[src/rtl/watchdog_pkg.sv]
package watchdog_pkg;

	// ****************************************************************
	// Register map, byte addresses on the APB.
	// ****************************************************************
	localparam logic [7:0] CTRL_STATUS_OFFSET  = 8'h00;
	localparam logic [7:0] RELOAD_UPPER_OFFSET = 8'h04;
	localparam logic [7:0] RELOAD_HIGH_OFFSET  = 8'h08;
	localparam logic [7:0] RELOAD_LOW_OFFSET   = 8'h0C;
	localparam logic [7:0] OPTION_OFFSET       = 8'h10;
	localparam logic [7:0] COUNT_OFFSET        = 8'h14;

	// ****************************************************************
	// Field positions.
	// ****************************************************************
	localparam int POWER_ON_BIT      = 7;
	localparam int STOP_RECOVERY_BIT = 6;
	localparam int TIMEOUT_BIT       = 5;
	localparam int EXT_RESET_BIT     = 4;
	localparam int STOP_DISABLE_BIT  = 0;
	localparam int ALWAYS_ON_BIT     = 0;
	localparam int RESPONSE_BIT      = 1;

	// ****************************************************************
	// Reset values.
	// ****************************************************************
	localparam logic [3:0]  STATUS_RESET       = 4'h8;
	localparam logic [23:0] RELOAD_RESET       = 24'h000400;
	localparam logic        ALWAYS_ON_RESET    = 1'b0;
	localparam logic        RESPONSE_RESET     = 1'b0;
	localparam logic        STOP_DISABLE_RESET = 1'b0;

	// ****************************************************************
	// Unlock sequence codes and counter limits.
	// ****************************************************************
	localparam logic [7:0]  UNLOCK_FIRST      = 8'h55;
	localparam logic [7:0]  UNLOCK_SECOND     = 8'hAA;
	localparam logic [7:0]  STOP_OFF_CODE     = 8'h81;
	localparam logic [7:0]  STOP_ON_CODE      = 8'h00;
	localparam logic [23:0] REFRESH_LIMIT     = 24'h000002;
	localparam logic [23:0] COUNT_MAX         = 24'hFFFFFF;
	localparam logic [23:0] COUNT_LAST        = 24'h000001;
	localparam int          RC_OSC_FREQ_HZ    = 10000;

	// ****************************************************************
	// Lock state machine.
	// ****************************************************************
	typedef enum logic [2:0]
	{
		LOCKED,
		GOT_FIRST,
		GOT_SECOND,
		WANT_HIGH,
		WANT_LOW
	} lock_state_type;

endpackage

[src/rtl/watchdog_counter.sv]
`timescale 1ns/1ps

// ****************************************************************
// 24-bit down-counter with load, wrap and expiry pulse.
// ****************************************************************
module watchdog_counter
(
	// Clock and reset.
	input  wire logic        pclk,
	input  wire logic        presetn,
	// Control.
	input  wire logic        load,
	input  wire logic [23:0] load_value,
	input  wire logic        step,
	// Status.
	output logic      [23:0] count_r,
	output logic             expire_r
);

	always_ff @(posedge pclk or negedge presetn)
	begin
		if (!presetn)
			count_r <= watchdog_pkg::COUNT_MAX;
		else if (load)
			count_r <= load_value;
		else if (step && count_r == 24'h000000)
			count_r <= watchdog_pkg::COUNT_MAX;
		else if (step)
			count_r <= count_r - 24'h000001;
	end

	always_ff @(posedge pclk or negedge presetn)
	begin
		if (!presetn)
			expire_r <= 1'b0;
		else
			expire_r <= !load && step && count_r == watchdog_pkg::COUNT_LAST;
	end

	a_wrap_at_zero: assert property (@(posedge pclk) disable iff (!presetn)
		!load && step && count_r == 24'h000000 |=> count_r == watchdog_pkg::COUNT_MAX)
		else $error("counter did not wrap to its maximum");

	a_expire_at_zero: assert property (@(posedge pclk) disable iff (!presetn)
		expire_r |-> count_r == 24'h000000)
		else $error("expiry flagged while counter not zero");

endmodule

[src/rtl/watchdog_timer_24bit.sv]
`timescale 1ns/1ps

// Summary of operation
// Watchdog is a 24-bit down-counter reloaded from a programmable value.
// Counter advances only on rising edges of its own RC oscillator.
// Enabled by refresh instruction or always-on option; then counts forever.
// Reload value is upper, high, low bytes concatenated, upper most significant.
// Refresh requests are ignored once the counter is at two or below.
// Software never programs a reload value below four.
// On first enable the counter loads the reload value, then counts down.
// Each refresh reloads the counter with the current reload value.
// In debug mode the counter is reloaded continuously, so never times out.
// Time-out when counter reaches zero; response option picks interrupt or reset.
// Interrupt response in normal mode raises interrupt and sets time-out bit.
// After interrupt time-out the counter wraps to maximum and keeps counting.
// Interrupt response in stop mode: recovery, interrupt, time-out and stop bits.
// Reset response in normal mode forces reset and sets time-out bit.
// Reset response in stop mode: recovery instead of reset, both bits set.
// By default watchdog and oscillator keep running in stop mode.
// Writing 55h, AAh, 81h to control stops the watchdog during stop mode.
// Writing 00h as the third step keeps it running during stop mode.
// The stop setting only changes behaviour while in stop mode.
// Unlock writes to the control address leave status bits unchanged.
// Reload bytes accept writes only after 55h, AAh, then upper, high, low.
// Any other write inside the sequence returns the lock to its start.
// Reading the control/status register clears its upper four bits.
// Power-on bit clears on a time-out or a stop-mode recovery.
// After the low byte write the lock returns to locked.

module watchdog_timer_24bit
(
	// Clock and reset.
	input  wire logic        pclk,
	input  wire logic        presetn,
	// APB slave.
	input  wire logic [7:0]  paddr,
	input  wire logic        psel,
	input  wire logic        penable,
	input  wire logic        pwrite,
	input  wire logic [31:0] pwdata,
	output logic      [31:0] prdata,
	output logic             pready,
	output logic             pslverr,
	// CPU and system side.
	input  wire logic        rc_osc_clk,
	input  wire logic        refresh_req,
	input  wire logic        debug_mode,
	input  wire logic        stop_mode,
	input  wire logic        ext_reset_seen,
	// Time-out responses.
	output logic             irq_req,
	output logic             reset_req,
	output logic             stop_recovery_req
);

	// ****************************************************************
	// State.
	// ****************************************************************
	logic [7:0]                  reload_upper_byte_r;
	logic [7:0]                  reload_high_byte_r;
	logic [7:0]                  reload_low_byte_r;
	logic [3:0]                  status_r;
	logic                        always_on_option_r;
	logic                        timeout_response_option_r;
	logic                        stop_disable_r;
	logic                        enabled_r;
	logic                        rc_prev_r;
	watchdog_pkg::lock_state_type lock_r;
	watchdog_pkg::lock_state_type lock_nxt;
	logic [23:0]                 count;
	logic                        expire;
	logic                        rc_tick;
	logic                        frozen;
	logic                        enable_now;
	logic                        load;
	logic                        step;
	logic                        wr_done;
	logic                        rd_done;
	logic                        ctrl_wr;
	logic [7:0]                  wbyte;
	logic [3:0]                  status_set;
	logic [3:0]                  status_clr;

	function automatic logic mapped(input logic [7:0] addr);
		mapped = addr == watchdog_pkg::CTRL_STATUS_OFFSET
			|| addr == watchdog_pkg::RELOAD_UPPER_OFFSET
			|| addr == watchdog_pkg::RELOAD_HIGH_OFFSET
			|| addr == watchdog_pkg::RELOAD_LOW_OFFSET
			|| addr == watchdog_pkg::OPTION_OFFSET
			|| addr == watchdog_pkg::COUNT_OFFSET;
	endfunction

	// ****************************************************************
	// APB handshake: one wait-free access cycle after setup.
	// ****************************************************************
	assign wr_done = psel && penable && pready && pwrite;
	assign rd_done = psel && penable && pready && !pwrite;
	assign wbyte   = pwdata[7:0];
	assign ctrl_wr = wr_done && paddr == watchdog_pkg::CTRL_STATUS_OFFSET;

	always_ff @(posedge pclk or negedge presetn)
	begin
		if (!presetn)
			pready <= 1'b0;
		else
			pready <= psel && !penable;
	end

	always_ff @(posedge pclk or negedge presetn)
	begin
		if (!presetn)
			pslverr <= 1'b0;
		else
			pslverr <= psel && !penable && !mapped(paddr);
	end

	always_ff @(posedge pclk or negedge presetn)
	begin
		if (!presetn)
			prdata <= 32'h00000000;
		else if (psel && !penable && !pwrite)
		begin
			case (paddr)
				watchdog_pkg::CTRL_STATUS_OFFSET:
					prdata <= {24'h000000, status_r, 3'h0, stop_disable_r};
				watchdog_pkg::RELOAD_UPPER_OFFSET:
					prdata <= {24'h000000, reload_upper_byte_r};
				watchdog_pkg::RELOAD_HIGH_OFFSET:
					prdata <= {24'h000000, reload_high_byte_r};
				watchdog_pkg::RELOAD_LOW_OFFSET:
					prdata <= {24'h000000, reload_low_byte_r};
				watchdog_pkg::OPTION_OFFSET:
					prdata <= {30'h00000000, timeout_response_option_r,
						always_on_option_r};
				watchdog_pkg::COUNT_OFFSET:
					prdata <= {8'h00, count};
				default:
					prdata <= 32'h00000000;
			endcase
		end
	end

	// ****************************************************************
	// Lock state machine for reload and stop-mode setting.
	// ****************************************************************
	always_comb
	begin
		lock_nxt = lock_r;
		if (wr_done)
		begin
			case (lock_r)
				watchdog_pkg::LOCKED:
					lock_nxt = (ctrl_wr && wbyte == watchdog_pkg::UNLOCK_FIRST)
						? watchdog_pkg::GOT_FIRST : watchdog_pkg::LOCKED;
				watchdog_pkg::GOT_FIRST:
					lock_nxt = (ctrl_wr && wbyte == watchdog_pkg::UNLOCK_SECOND)
						? watchdog_pkg::GOT_SECOND : watchdog_pkg::LOCKED;
				watchdog_pkg::GOT_SECOND:
					lock_nxt = (paddr == watchdog_pkg::RELOAD_UPPER_OFFSET)
						? watchdog_pkg::WANT_HIGH : watchdog_pkg::LOCKED;
				watchdog_pkg::WANT_HIGH:
					lock_nxt = (paddr == watchdog_pkg::RELOAD_HIGH_OFFSET)
						? watchdog_pkg::WANT_LOW : watchdog_pkg::LOCKED;
				watchdog_pkg::WANT_LOW:
					lock_nxt = watchdog_pkg::LOCKED;
				default:
					lock_nxt = watchdog_pkg::LOCKED;
			endcase
		end
	end

	always_ff @(posedge pclk or negedge presetn)
	begin
		if (!presetn)
			lock_r <= watchdog_pkg::LOCKED;
		else
			lock_r <= lock_nxt;
	end

	// ****************************************************************
	// Reload bytes, written only in sequence.
	// ****************************************************************
	always_ff @(posedge pclk or negedge presetn)
	begin
		if (!presetn)
		begin
			reload_upper_byte_r <= watchdog_pkg::RELOAD_RESET[23:16];
			reload_high_byte_r  <= watchdog_pkg::RELOAD_RESET[15:8];
			reload_low_byte_r   <= watchdog_pkg::RELOAD_RESET[7:0];
		end
		else if (wr_done)
		begin
			if (lock_r == watchdog_pkg::GOT_SECOND
				&& paddr == watchdog_pkg::RELOAD_UPPER_OFFSET)
				reload_upper_byte_r <= wbyte;
			if (lock_r == watchdog_pkg::WANT_HIGH
				&& paddr == watchdog_pkg::RELOAD_HIGH_OFFSET)
				reload_high_byte_r <= wbyte;
			if (lock_r == watchdog_pkg::WANT_LOW
				&& paddr == watchdog_pkg::RELOAD_LOW_OFFSET)
				reload_low_byte_r <= wbyte;
		end
	end

	// ****************************************************************
	// Stop-mode setting, third step after the unlock pair.
	// ****************************************************************
	always_ff @(posedge pclk or negedge presetn)
	begin
		if (!presetn)
			stop_disable_r <= watchdog_pkg::STOP_DISABLE_RESET;
		else if (ctrl_wr && lock_r == watchdog_pkg::GOT_SECOND)
		begin
			if (wbyte == watchdog_pkg::STOP_OFF_CODE)
				stop_disable_r <= 1'b1;
			else if (wbyte == watchdog_pkg::STOP_ON_CODE)
				stop_disable_r <= 1'b0;
		end
	end

	// ****************************************************************
	// Option bits.
	// ****************************************************************
	always_ff @(posedge pclk or negedge presetn)
	begin
		if (!presetn)
		begin
			always_on_option_r        <= watchdog_pkg::ALWAYS_ON_RESET;
			timeout_response_option_r <= watchdog_pkg::RESPONSE_RESET;
		end
		else if (wr_done && paddr == watchdog_pkg::OPTION_OFFSET)
		begin
			always_on_option_r        <= pwdata[watchdog_pkg::ALWAYS_ON_BIT];
			timeout_response_option_r <= pwdata[watchdog_pkg::RESPONSE_BIT];
		end
	end

	// ****************************************************************
	// Enable, RC tick and counter control.
	// ****************************************************************
	always_ff @(posedge pclk or negedge presetn)
	begin
		if (!presetn)
			rc_prev_r <= 1'b0;
		else
			rc_prev_r <= rc_osc_clk;
	end

	assign rc_tick    = rc_osc_clk && !rc_prev_r;
	assign frozen     = stop_mode && stop_disable_r;
	assign enable_now = refresh_req || always_on_option_r;

	always_ff @(posedge pclk or negedge presetn)
	begin
		if (!presetn)
			enabled_r <= 1'b0;
		else if (enable_now)
			enabled_r <= 1'b1;
	end

	// Load on first enable, in debug, or on a refresh above the limit.
	assign load = (!enabled_r && enable_now)
		|| (enabled_r && debug_mode)
		|| (enabled_r && refresh_req && count > watchdog_pkg::REFRESH_LIMIT);
	assign step = enabled_r && rc_tick && !frozen;

	watchdog_counter u_counter
	(
		.pclk       (pclk),
		.presetn    (presetn),
		.load       (load),
		.load_value ({reload_upper_byte_r, reload_high_byte_r, reload_low_byte_r}),
		.step       (step),
		.count_r    (count),
		.expire_r   (expire)
	);

	// ****************************************************************
	// Time-out responses.
	// ****************************************************************
	always_ff @(posedge pclk or negedge presetn)
	begin
		if (!presetn)
		begin
			irq_req           <= 1'b0;
			reset_req         <= 1'b0;
			stop_recovery_req <= 1'b0;
		end
		else
		begin
			irq_req           <= expire && !timeout_response_option_r;
			reset_req         <= expire && timeout_response_option_r
				&& !stop_mode;
			stop_recovery_req <= expire && stop_mode;
		end
	end

	// ****************************************************************
	// Status bits: set wins over read-clear.
	// ****************************************************************
	always_comb
	begin
		status_set = 4'h0;
		status_clr = 4'h0;
		if (expire)
		begin
			status_set[watchdog_pkg::TIMEOUT_BIT - 4] = 1'b1;
			status_clr[watchdog_pkg::POWER_ON_BIT - 4] = 1'b1;
			if (stop_mode)
				status_set[watchdog_pkg::STOP_RECOVERY_BIT - 4] = 1'b1;
			else
				status_clr[watchdog_pkg::STOP_RECOVERY_BIT - 4] = 1'b1;
		end
		if (ext_reset_seen)
			status_set[watchdog_pkg::EXT_RESET_BIT - 4] = 1'b1;
		if (rd_done && paddr == watchdog_pkg::CTRL_STATUS_OFFSET)
			status_clr = status_clr | prdata[7:4];
	end

	// Control-address writes never touch the status bits.
	always_ff @(posedge pclk or negedge presetn)
	begin
		if (!presetn)
			status_r <= watchdog_pkg::STATUS_RESET;
		else
			status_r <= (status_r & ~status_clr) | status_set;
	end

	// ****************************************************************
	// Checks.
	// ****************************************************************
	a_refresh_ignored: assert property (@(posedge pclk) disable iff (!presetn)
		enabled_r && refresh_req && !debug_mode && count <= watchdog_pkg::REFRESH_LIMIT
		&& !step |=> count == $past(count))
		else $error("refresh reloaded a counter at or below two");

	a_refresh_reload: assert property (@(posedge pclk) disable iff (!presetn)
		enabled_r && refresh_req && count > watchdog_pkg::REFRESH_LIMIT
		|=> count == {reload_upper_byte_r, reload_high_byte_r, reload_low_byte_r})
		else $error("refresh did not reload the counter");

	a_first_enable: assert property (@(posedge pclk) disable iff (!presetn)
		!enabled_r && always_on_option_r |=> enabled_r
		&& count == $past({reload_upper_byte_r, reload_high_byte_r, reload_low_byte_r}))
		else $error("first enable did not load the reload value");

	a_debug_no_timeout: assert property (@(posedge pclk) disable iff (!presetn)
		enabled_r && debug_mode ##1 debug_mode |=> !expire)
		else $error("time-out while in debug mode");

	a_irq_response: assert property (@(posedge pclk) disable iff (!presetn)
		expire && !timeout_response_option_r |=> irq_req && !reset_req
		&& status_r[watchdog_pkg::TIMEOUT_BIT - 4])
		else $error("interrupt response missing");

	a_reset_response: assert property (@(posedge pclk) disable iff (!presetn)
		expire && timeout_response_option_r && !stop_mode |=> reset_req && !irq_req)
		else $error("reset response missing");

	a_stop_recovery: assert property (@(posedge pclk) disable iff (!presetn)
		expire && stop_mode |=> stop_recovery_req && !reset_req
		&& status_r[watchdog_pkg::STOP_RECOVERY_BIT - 4]
		&& !status_r[watchdog_pkg::POWER_ON_BIT - 4])
		else $error("stop-mode recovery response missing");

	a_frozen_in_stop: assert property (@(posedge pclk) disable iff (!presetn)
		frozen && !load |=> count == $past(count))
		else $error("counter moved while stopped in stop mode");

	a_stop_setting: assert property (@(posedge pclk) disable iff (!presetn)
		ctrl_wr && lock_r == watchdog_pkg::GOT_SECOND
		&& wbyte == watchdog_pkg::STOP_OFF_CODE |=> stop_disable_r)
		else $error("stop-mode disable code not taken");

	a_locked_reload: assert property (@(posedge pclk) disable iff (!presetn)
		wr_done && paddr == watchdog_pkg::RELOAD_UPPER_OFFSET
		&& lock_r != watchdog_pkg::GOT_SECOND |=> $stable(reload_upper_byte_r))
		else $error("reload byte written while locked");

	a_relock_after_low: assert property (@(posedge pclk) disable iff (!presetn)
		wr_done && lock_r == watchdog_pkg::WANT_LOW |=> lock_r == watchdog_pkg::LOCKED)
		else $error("lock did not return after low byte");

	a_read_clears: assert property (@(posedge pclk) disable iff (!presetn)
		rd_done && paddr == watchdog_pkg::CTRL_STATUS_OFFSET && !expire
		&& !ext_reset_seen |=> status_r == 4'h0)
		else $error("status read did not clear upper bits");

	c_irq_timeout: cover property (@(posedge pclk) disable iff (!presetn)
		expire && !timeout_response_option_r);
	c_reset_timeout: cover property (@(posedge pclk) disable iff (!presetn)
		expire && timeout_response_option_r && !stop_mode);
	c_stop_timeout: cover property (@(posedge pclk) disable iff (!presetn)
		expire && stop_mode);
	c_reload_written: cover property (@(posedge pclk) disable iff (!presetn)
		wr_done && lock_r == watchdog_pkg::WANT_LOW
		&& paddr == watchdog_pkg::RELOAD_LOW_OFFSET);

endmodule

[config.mk]
export PLATFORM = sky130hd
export DESIGN_NAME = watchdog_timer_24bit
export DESIGN_NICKNAME = d
export VERILOG_FILES = /design/src/rtl/watchdog_pkg.sv /design/src/rtl/watchdog_counter.sv /design/src/rtl/watchdog_timer_24bit.sv
export SDC_FILE = /design/constraint.sdc
export NUM_CORES = 1
export LEC_CHECK = 0
export ABC_CLOCK_PERIOD_IN_PS = 3800
export BUFFER_PORTS_ARGS = -buffer_cell sky130_fd_sc_hd__buf_2
export CAP_MARGIN = 20
export CORE_ASPECT_RATIO = 0.6
export CORE_MARGIN = 2
export CORE_UTILIZATION = 60
export DETAILED_ROUTE_END_ITERATION = 12
export PLACE_DENSITY = 0.83
export SETUP_SLACK_MARGIN = 0.4
export SYNTH_ARGS = -nofsm -noshare
export SYNTH_HDL_FRONTEND = slang
export SYNTH_SLANG_ARGS = --single-unit
[constraint.sdc]
create_clock -name pclk -period 3.8 [get_ports pclk]
set_input_delay 0 -clock pclk [delete_from_list [all_inputs] [get_ports pclk]]
set_output_delay 0 -clock pclk [all_outputs]
set_load 0.005 [all_outputs]
# --- Word level (Yosys, flattened, before mapping) ---
# Cells that the tools add are included.
totals:
  reg_bits: 98
  input_bits: 50
  output_inout_bits: 37
  elab_cells: 112
op_classes:
  add_sub_neg: 1
  n_lt_le_gt_ge: 1
  eq_ne: 13
  muxes: 17
  bitwise: 4
  n_reduce_logical: 58
ops:
  columns: ["cell", "n"]
  rows:
  - ["$pmux W24 S6", 1]
  - ["$mux W24", 3]
  - ["$logic_and A1 B1 Y1", 31]
  - ["$eq A24 B1 Y1 const B", 1]
  - ["$gt A24 B2 Y1 const B", 1]
  - ["$logic_not A24 Y1", 1]
  - ["$sub A24 B1 Y24 const B", 1]
  - ["$eq A8 B4 Y1 const B", 2]
  - ["$eq A8 B5 Y1 const B", 2]
  - ["$eq A8 B8 Y1 const B", 2]
  - ["$logic_not A8 Y1", 2]
  - ["$pmux W3 S4", 1]
  - ["$logic_not A1 Y1", 9]
  - ["$eq A8 B3 Y1 const B", 1]
  - ["$eq A8 B7 Y1 const B", 1]
  - ["$logic_or A1 B1 Y1", 8]
  - ["$mux W2", 4]
  - ["$reduce_and A2 Y1", 4]
  - ["$eq A3 B2 Y1 const B", 2]
  - ["$mux W1", 6]
  - ["$and A4 B4 Y4", 1]
  - ["$mux W4", 1]
  - ["$not A4 Y4", 1]
  - ["$or A4 B3 Y4", 1]
  - ["other kinds (7)", 7]

# --- Depth between registers and ports, before layout ---
logic_depth:
  ltp_word: 8
  mapped_depth: 9
  ltp_nobuf: 8

# --- By module ---
# From an unflattened synthesis, not the netlist that was laid out.
hier_totals:
  hier_cells: 479
  hier_area_um2: 4855.9
by_module_without_submodules:
  columns: ["module", "instances", "cells_each", "area_each_um2", "seq_area_each_um2"]
  rows:
  - ["watchdog_timer_24bit", 1, 262, 3055.4, 1629.1]
  - ["watchdog_counter", 1, 217, 1800.5, 655.6]

# --- Worst setup path before layout ---
# OpenSTA, ideal clock, no wires.
synth_path:
  path_kind: "reg2reg"
  from: "register u_counter.count_r[0]"
  to: "register u_counter.count_r[10]"
  setup_ns: 0.091
  t_arrival_ns: 2.071
  t_required_ns: 3.709
  setup_slack_ns: 1.639
  stages_incl_launch_ff: 8
  path_buffers: 0
  period_less_slack_ns: 2.161
  cell_sequence: "dfstp_2 -> inv_1 -> ha_1 -> or4b_4 -> or4_4 -> o31ai_1 -> a21oi_1 -> o31ai_1"
synth_between:
  elab_chain_cells: 4
  elab_cells_between_ends: 10
  cone_classes: "1 x add/sub; 1 x order compare; 3 x mux; 5 x reduce/logical"
synth_lines:
  columns: ["element", "line_no", "rtl"]
  rows:
  - ["start, declared", "watchdog_counter.sv:16", "output logic [23:0] count_r,"]
  - ["start signal, assigned", "watchdog_counter.sv:23", "count_r <= watchdog_pkg::COUNT_MAX;"]
  - ["start signal, assigned", "watchdog_counter.sv:25", "count_r <= load_value;"]
  - ["start signal, assigned", "watchdog_counter.sv:27", "count_r <= watchdog_pkg::COUNT_MAX;"]
  - ["$sub A24 B1 Y24 (tied with other cells)", "watchdog_counter.sv:29", "count_r <= count_r - 24'h000001;"]
  - ["$mux W24 (tied with other cells)", "watchdog_counter.sv:28", "else if (step)"]
  - ["$mux W24 or $logic_or A1 B1 Y1 (tied branches)", "watchdog_counter.sv:26, watchdog_timer_24bit.sv:264", null]
  - ["$mux W24 or $reduce_bool A3 Y1 (tied branches)", null, null]
# Several ways; a longest one is shown, not always the timed one. The select of a mux whose other input is x is not followed.
# A chain may end at the register's enable or synchronous reset.

# --- Final worst setup path ---
layout_path:
  from: "register u_counter.count_r[19]"
  to: "register u_counter.count_r[19]"
# Same word-level chain as after synthesis.

==> flow_metrics.py <==
metrics = {
    "run_status": {
        "status": "finished, final reports clean",
    },
    "clock_tree": {
        "cts_sinks": 90,
        "htree_levels": 3,
        "cts_root_buf": "clkbuf_16",
        "clockBufferDepth": 2,
        "cts_tree": "yes",
        "clock_latency_ns": 0.34,
        "clkTransAtPathRegs_ns": 0.06,
        "cts_made_buffers": 9,
    },
    "routing": {
        "avgViaCountPerCell": 6.397,
        "firstDrtPassIters": 6,
        "drt_iter0_markers": 511,
        "drc": 0,
        "ant_nets": 0,
        "wire_per_inst_um": 19.47,
        "vias": 3979,
        "wirelength_um": 12110,
    },
    "flow_run": {
        "max-cap-violations": 0,
    },
    "timing": {
        "maxSlewViolCount": 0,
        "rsz0062_at_grt": "no",
        "setup_violations": 0,
        "worst_slew_pin_slew_ns": 0.9697,
        "relSlewSlack_pct": 35.12,
        "fin_skew_ns": 0.008589,
        "hold_violations": 0,
        "postLayoutSetupSlackWorst_ns": 1.187,
        "period_minus_slack_ns": 2.613,
        "fin_crit_sh_pct": 68.76,
        "fmax_ghz": 0.3827,
        "setup_tns_ns": 0,
    },
    "setup_path": {
        "rrSetupSlack_ns": 1.19,
        "arrival_ns": 2.89,
        "path_class": "flop to flop",
        "cp_max_fo": 48,
        "critPathMaxStageDelay_ns": 0.58,
        "cp.required_ns": 4.08,
        "worstPathCellList": "nor4_1, nand2_1, or2_1, a31o_2, a41oi_1, a22o_1",
        "cp-end-kind": "flop",
        "cp-start-kind": "flop",
        "cpMaxStageDelayCell": "nor4_1",
    },
    "grt": {
        "grt_pass1_vias": 3692,
        "antenna_found_initial": 0,
        "grtUsageTotal_pct": 29.55,
        "grt-ovfl-total": 0,
        "grt_max_degree": 51,
        "grt_pass1_wl_um": 19330,
    },
    "logic_synthesis": {
        "seq_area_frac_synth_pct": 48.94,
        "synth_top_cell_area_share_pct": 34.31,
        "ys_ff_latch": 90,
        "syn_inst": 458,
        "synth_ff_type": "dfrtp_1",
        "synth-edff-count": 0,
        "ys_warn_count": 0,
        "yosysUniqueCellTypes": 60,
        "postSynthAreaPerCell_um2": 10.19,
        "ys_top_cells_by_area": "dfrtp_1 34%, dfstp_2 15%, mux2_2 6.3%",
        "yosys.area.top_type": "dfrtp_1",
        "async_flop_share_pct": 100.0,
        "syn_area_um2": 4668,
    },
    "cells_and_area": {
        "layout_commonest_cell": "dfrtp_1",
        "final_area_um2": 5390,
        "seqCellArea_um2": 2285,
        "fill_cells": 556,
        "final_core_util_pct": 72.97,
        "drive_above_1_share_pct": 28.96,
        "antenna_cells": 0,
        "area_delta_synth_final_pct": 15.47,
        "final_cell_mix": "64 x dfrtp_1, 53 x nand2_1, 53 x buf_2",
        "nets": 567,
        "multi_input_area_um2": 2195,
    },
    "power": {
        "pwr-share-clk_pct": 23.1,
        "internal_power_mw": 2.496,
        "switchingPower_mw": 1.885,
        "p_comb_share_pct": 44.9,
        "switching_share_pct": 43.02,
        "irDropWorstVdd_mv": 0.6383,
        "sequentialPowerShare_pct": 32.0,
        "power_density_nw_per_um2": 812.8,
        "p_leak_nw": 2.421,
    },
    "floorplanning": {
        "coreArea_um2": 7387,
        "die_x_um": 117.9,
        "start_util_pct": 63.19,
        "fp.dieH_um": 72.33,
        "rows": 24,
        "ios": 87,
        "dieArea_um2": 8525,
    },
    "placement": {
        "hpwl_um": 8488,
        "io_buffer_count": 54,
        "placed_area_um2": 4935,
        "gp_congestion": 0.9368,
        "dp_slack_ns": 1.319,
    },
    "min_path": {
        "hp-class": "primary input to flop",
    },
}
worst paths after layout:
| kind | start | endpoint | cells after the start |
|---|---|---|---|
| setup / recovery | u_counter.count_r[19] | u_counter.count_r[19] | 6 |
| hold / removal | pwdata[5] | reload_low_byte_r[5] | 2 |
| setup reg to reg | u_counter.count_r[19] | u_counter.count_r[19] | 6 |
| hold reg to reg | prdata[0] | prdata[0] | 2 |
| max in group asynchronous | presetn | u_counter.count_r[2] | 3 |
| min in group asynchronous | presetn | u_counter.expire_r | 2 |
cell usage after synthesis, types with 4 or more instances:
cell,instances
inv_1,7
nor3_1,13
mux2_2,26
a21o_1,4
a22oi_1,4
ha_1,4
and4_1,4
buf_2,7
o21a_1,8
nand3_1,10
o31ai_1,8
mux2i_1,5
dfrtp_1,64
o21ai_0,33
or3_1,6
a31o_2,4
dfstp_2,26
nand4_1,6
nor4_1,9
a21oi_1,25
nand2_1,53
nor2_1,32
a22o_1,9
buf_4,9
clkbuf_1,13
a22o_2,10
o22ai_1,5
a221oi_1,5
kinds of logic (layout without fill, tap and decap cells):
kind of cell	after synthesis	in the layout	share of synthesized area [%]
AOI/OAI and AO/OA	126	126	18.07
other	1	8	0.08033
muxes	32	32	7.826
and+or+nand+nor	164	164	19.22
buffers and inverters	40	93	4.610
xor gates and xnor gates	1	1	0.1877
adders and majority gates	4	4	1.072
DFF	90	90	48.94
sequential cells by signal (all words and copies together), names as in the netlist:
| signal | cells |
|---|---|
| prdata | 24 |
| pready | 1 |
| timeout_response_option_r | 1 |
| lock_r | 3 |
| always_on_option_r | 1 |
| status_r | 4 |
| reload_low_byte_r | 8 |
| stop_recovery_req | 1 |
| irq_req | 1 |
| u_counter.expire_r | 1 |
| enabled_r | 1 |
| stop_disable_r | 1 |
| reload_high_byte_r | 8 |
| rc_prev_r | 1 |
| reload_upper_byte_r | 8 |
| reset_req | 1 |
| u_counter.count_r | 24 |
| pslverr | 1 |
layer usage:
layer | vias to the layer above | part of all wire (%) | track usage, %
met5 | - | 0 | 0
met3 | 30 | 10 | 7.626
met4 | 0 | 1.4 | 8.568
li1 | 1784 | - | -
met1 | 1937 | 45 | 42.95
met2 | 228 | 43 | 44.38
layout make-up:
type	count	area share, %
clock buffer	11	4.318
clock inverter	5	1.903
inverter	8	0.5571
multi-input combinational	335	40.71
sequential	90	42.39
tap	104	2.414
timing repair buffer	69	7.707
metrics by stage:
stage	hold slack [ns]	cells	power, mW
final	0.02297	622	4.381
after global routing	0.005451	622	4.638
after CTS	0.004463	622	4.307
after detailed placement	0.06043	594	3.274
after global placement	0.05594	594	3.191
after floorplan	-0.2956	465	2.839
worst max-delay path, delay by kind of cell (launching register included):
| family | cells | cell delay (ns) |
|---|---|---|
| AND/OR/NAND/NOR | 3 | 1.14 |
| AO/OA/AOI/OAI | 3 | 1.00 |
| flip-flops | 1 | 0.38 |
power groups by stage:
stage               clock (mW)  sequential [mW]  combinational (mW)
detailed placement           0             1.40                1.88
CTS                       1.02             1.39                1.90
global route              1.06             1.42                2.16
floorplan                    0             1.32                1.52
global placement             0             1.39                1.80
finish                    1.01             1.40                1.97
what timing repair did:
item	in CTS	in global routing
setup buffers	0	0
hold buffers	12	0
resized for setup	0	0
hold endpoints to repair	49	0
No activity file was read; power rests on OpenSTA's default activity.
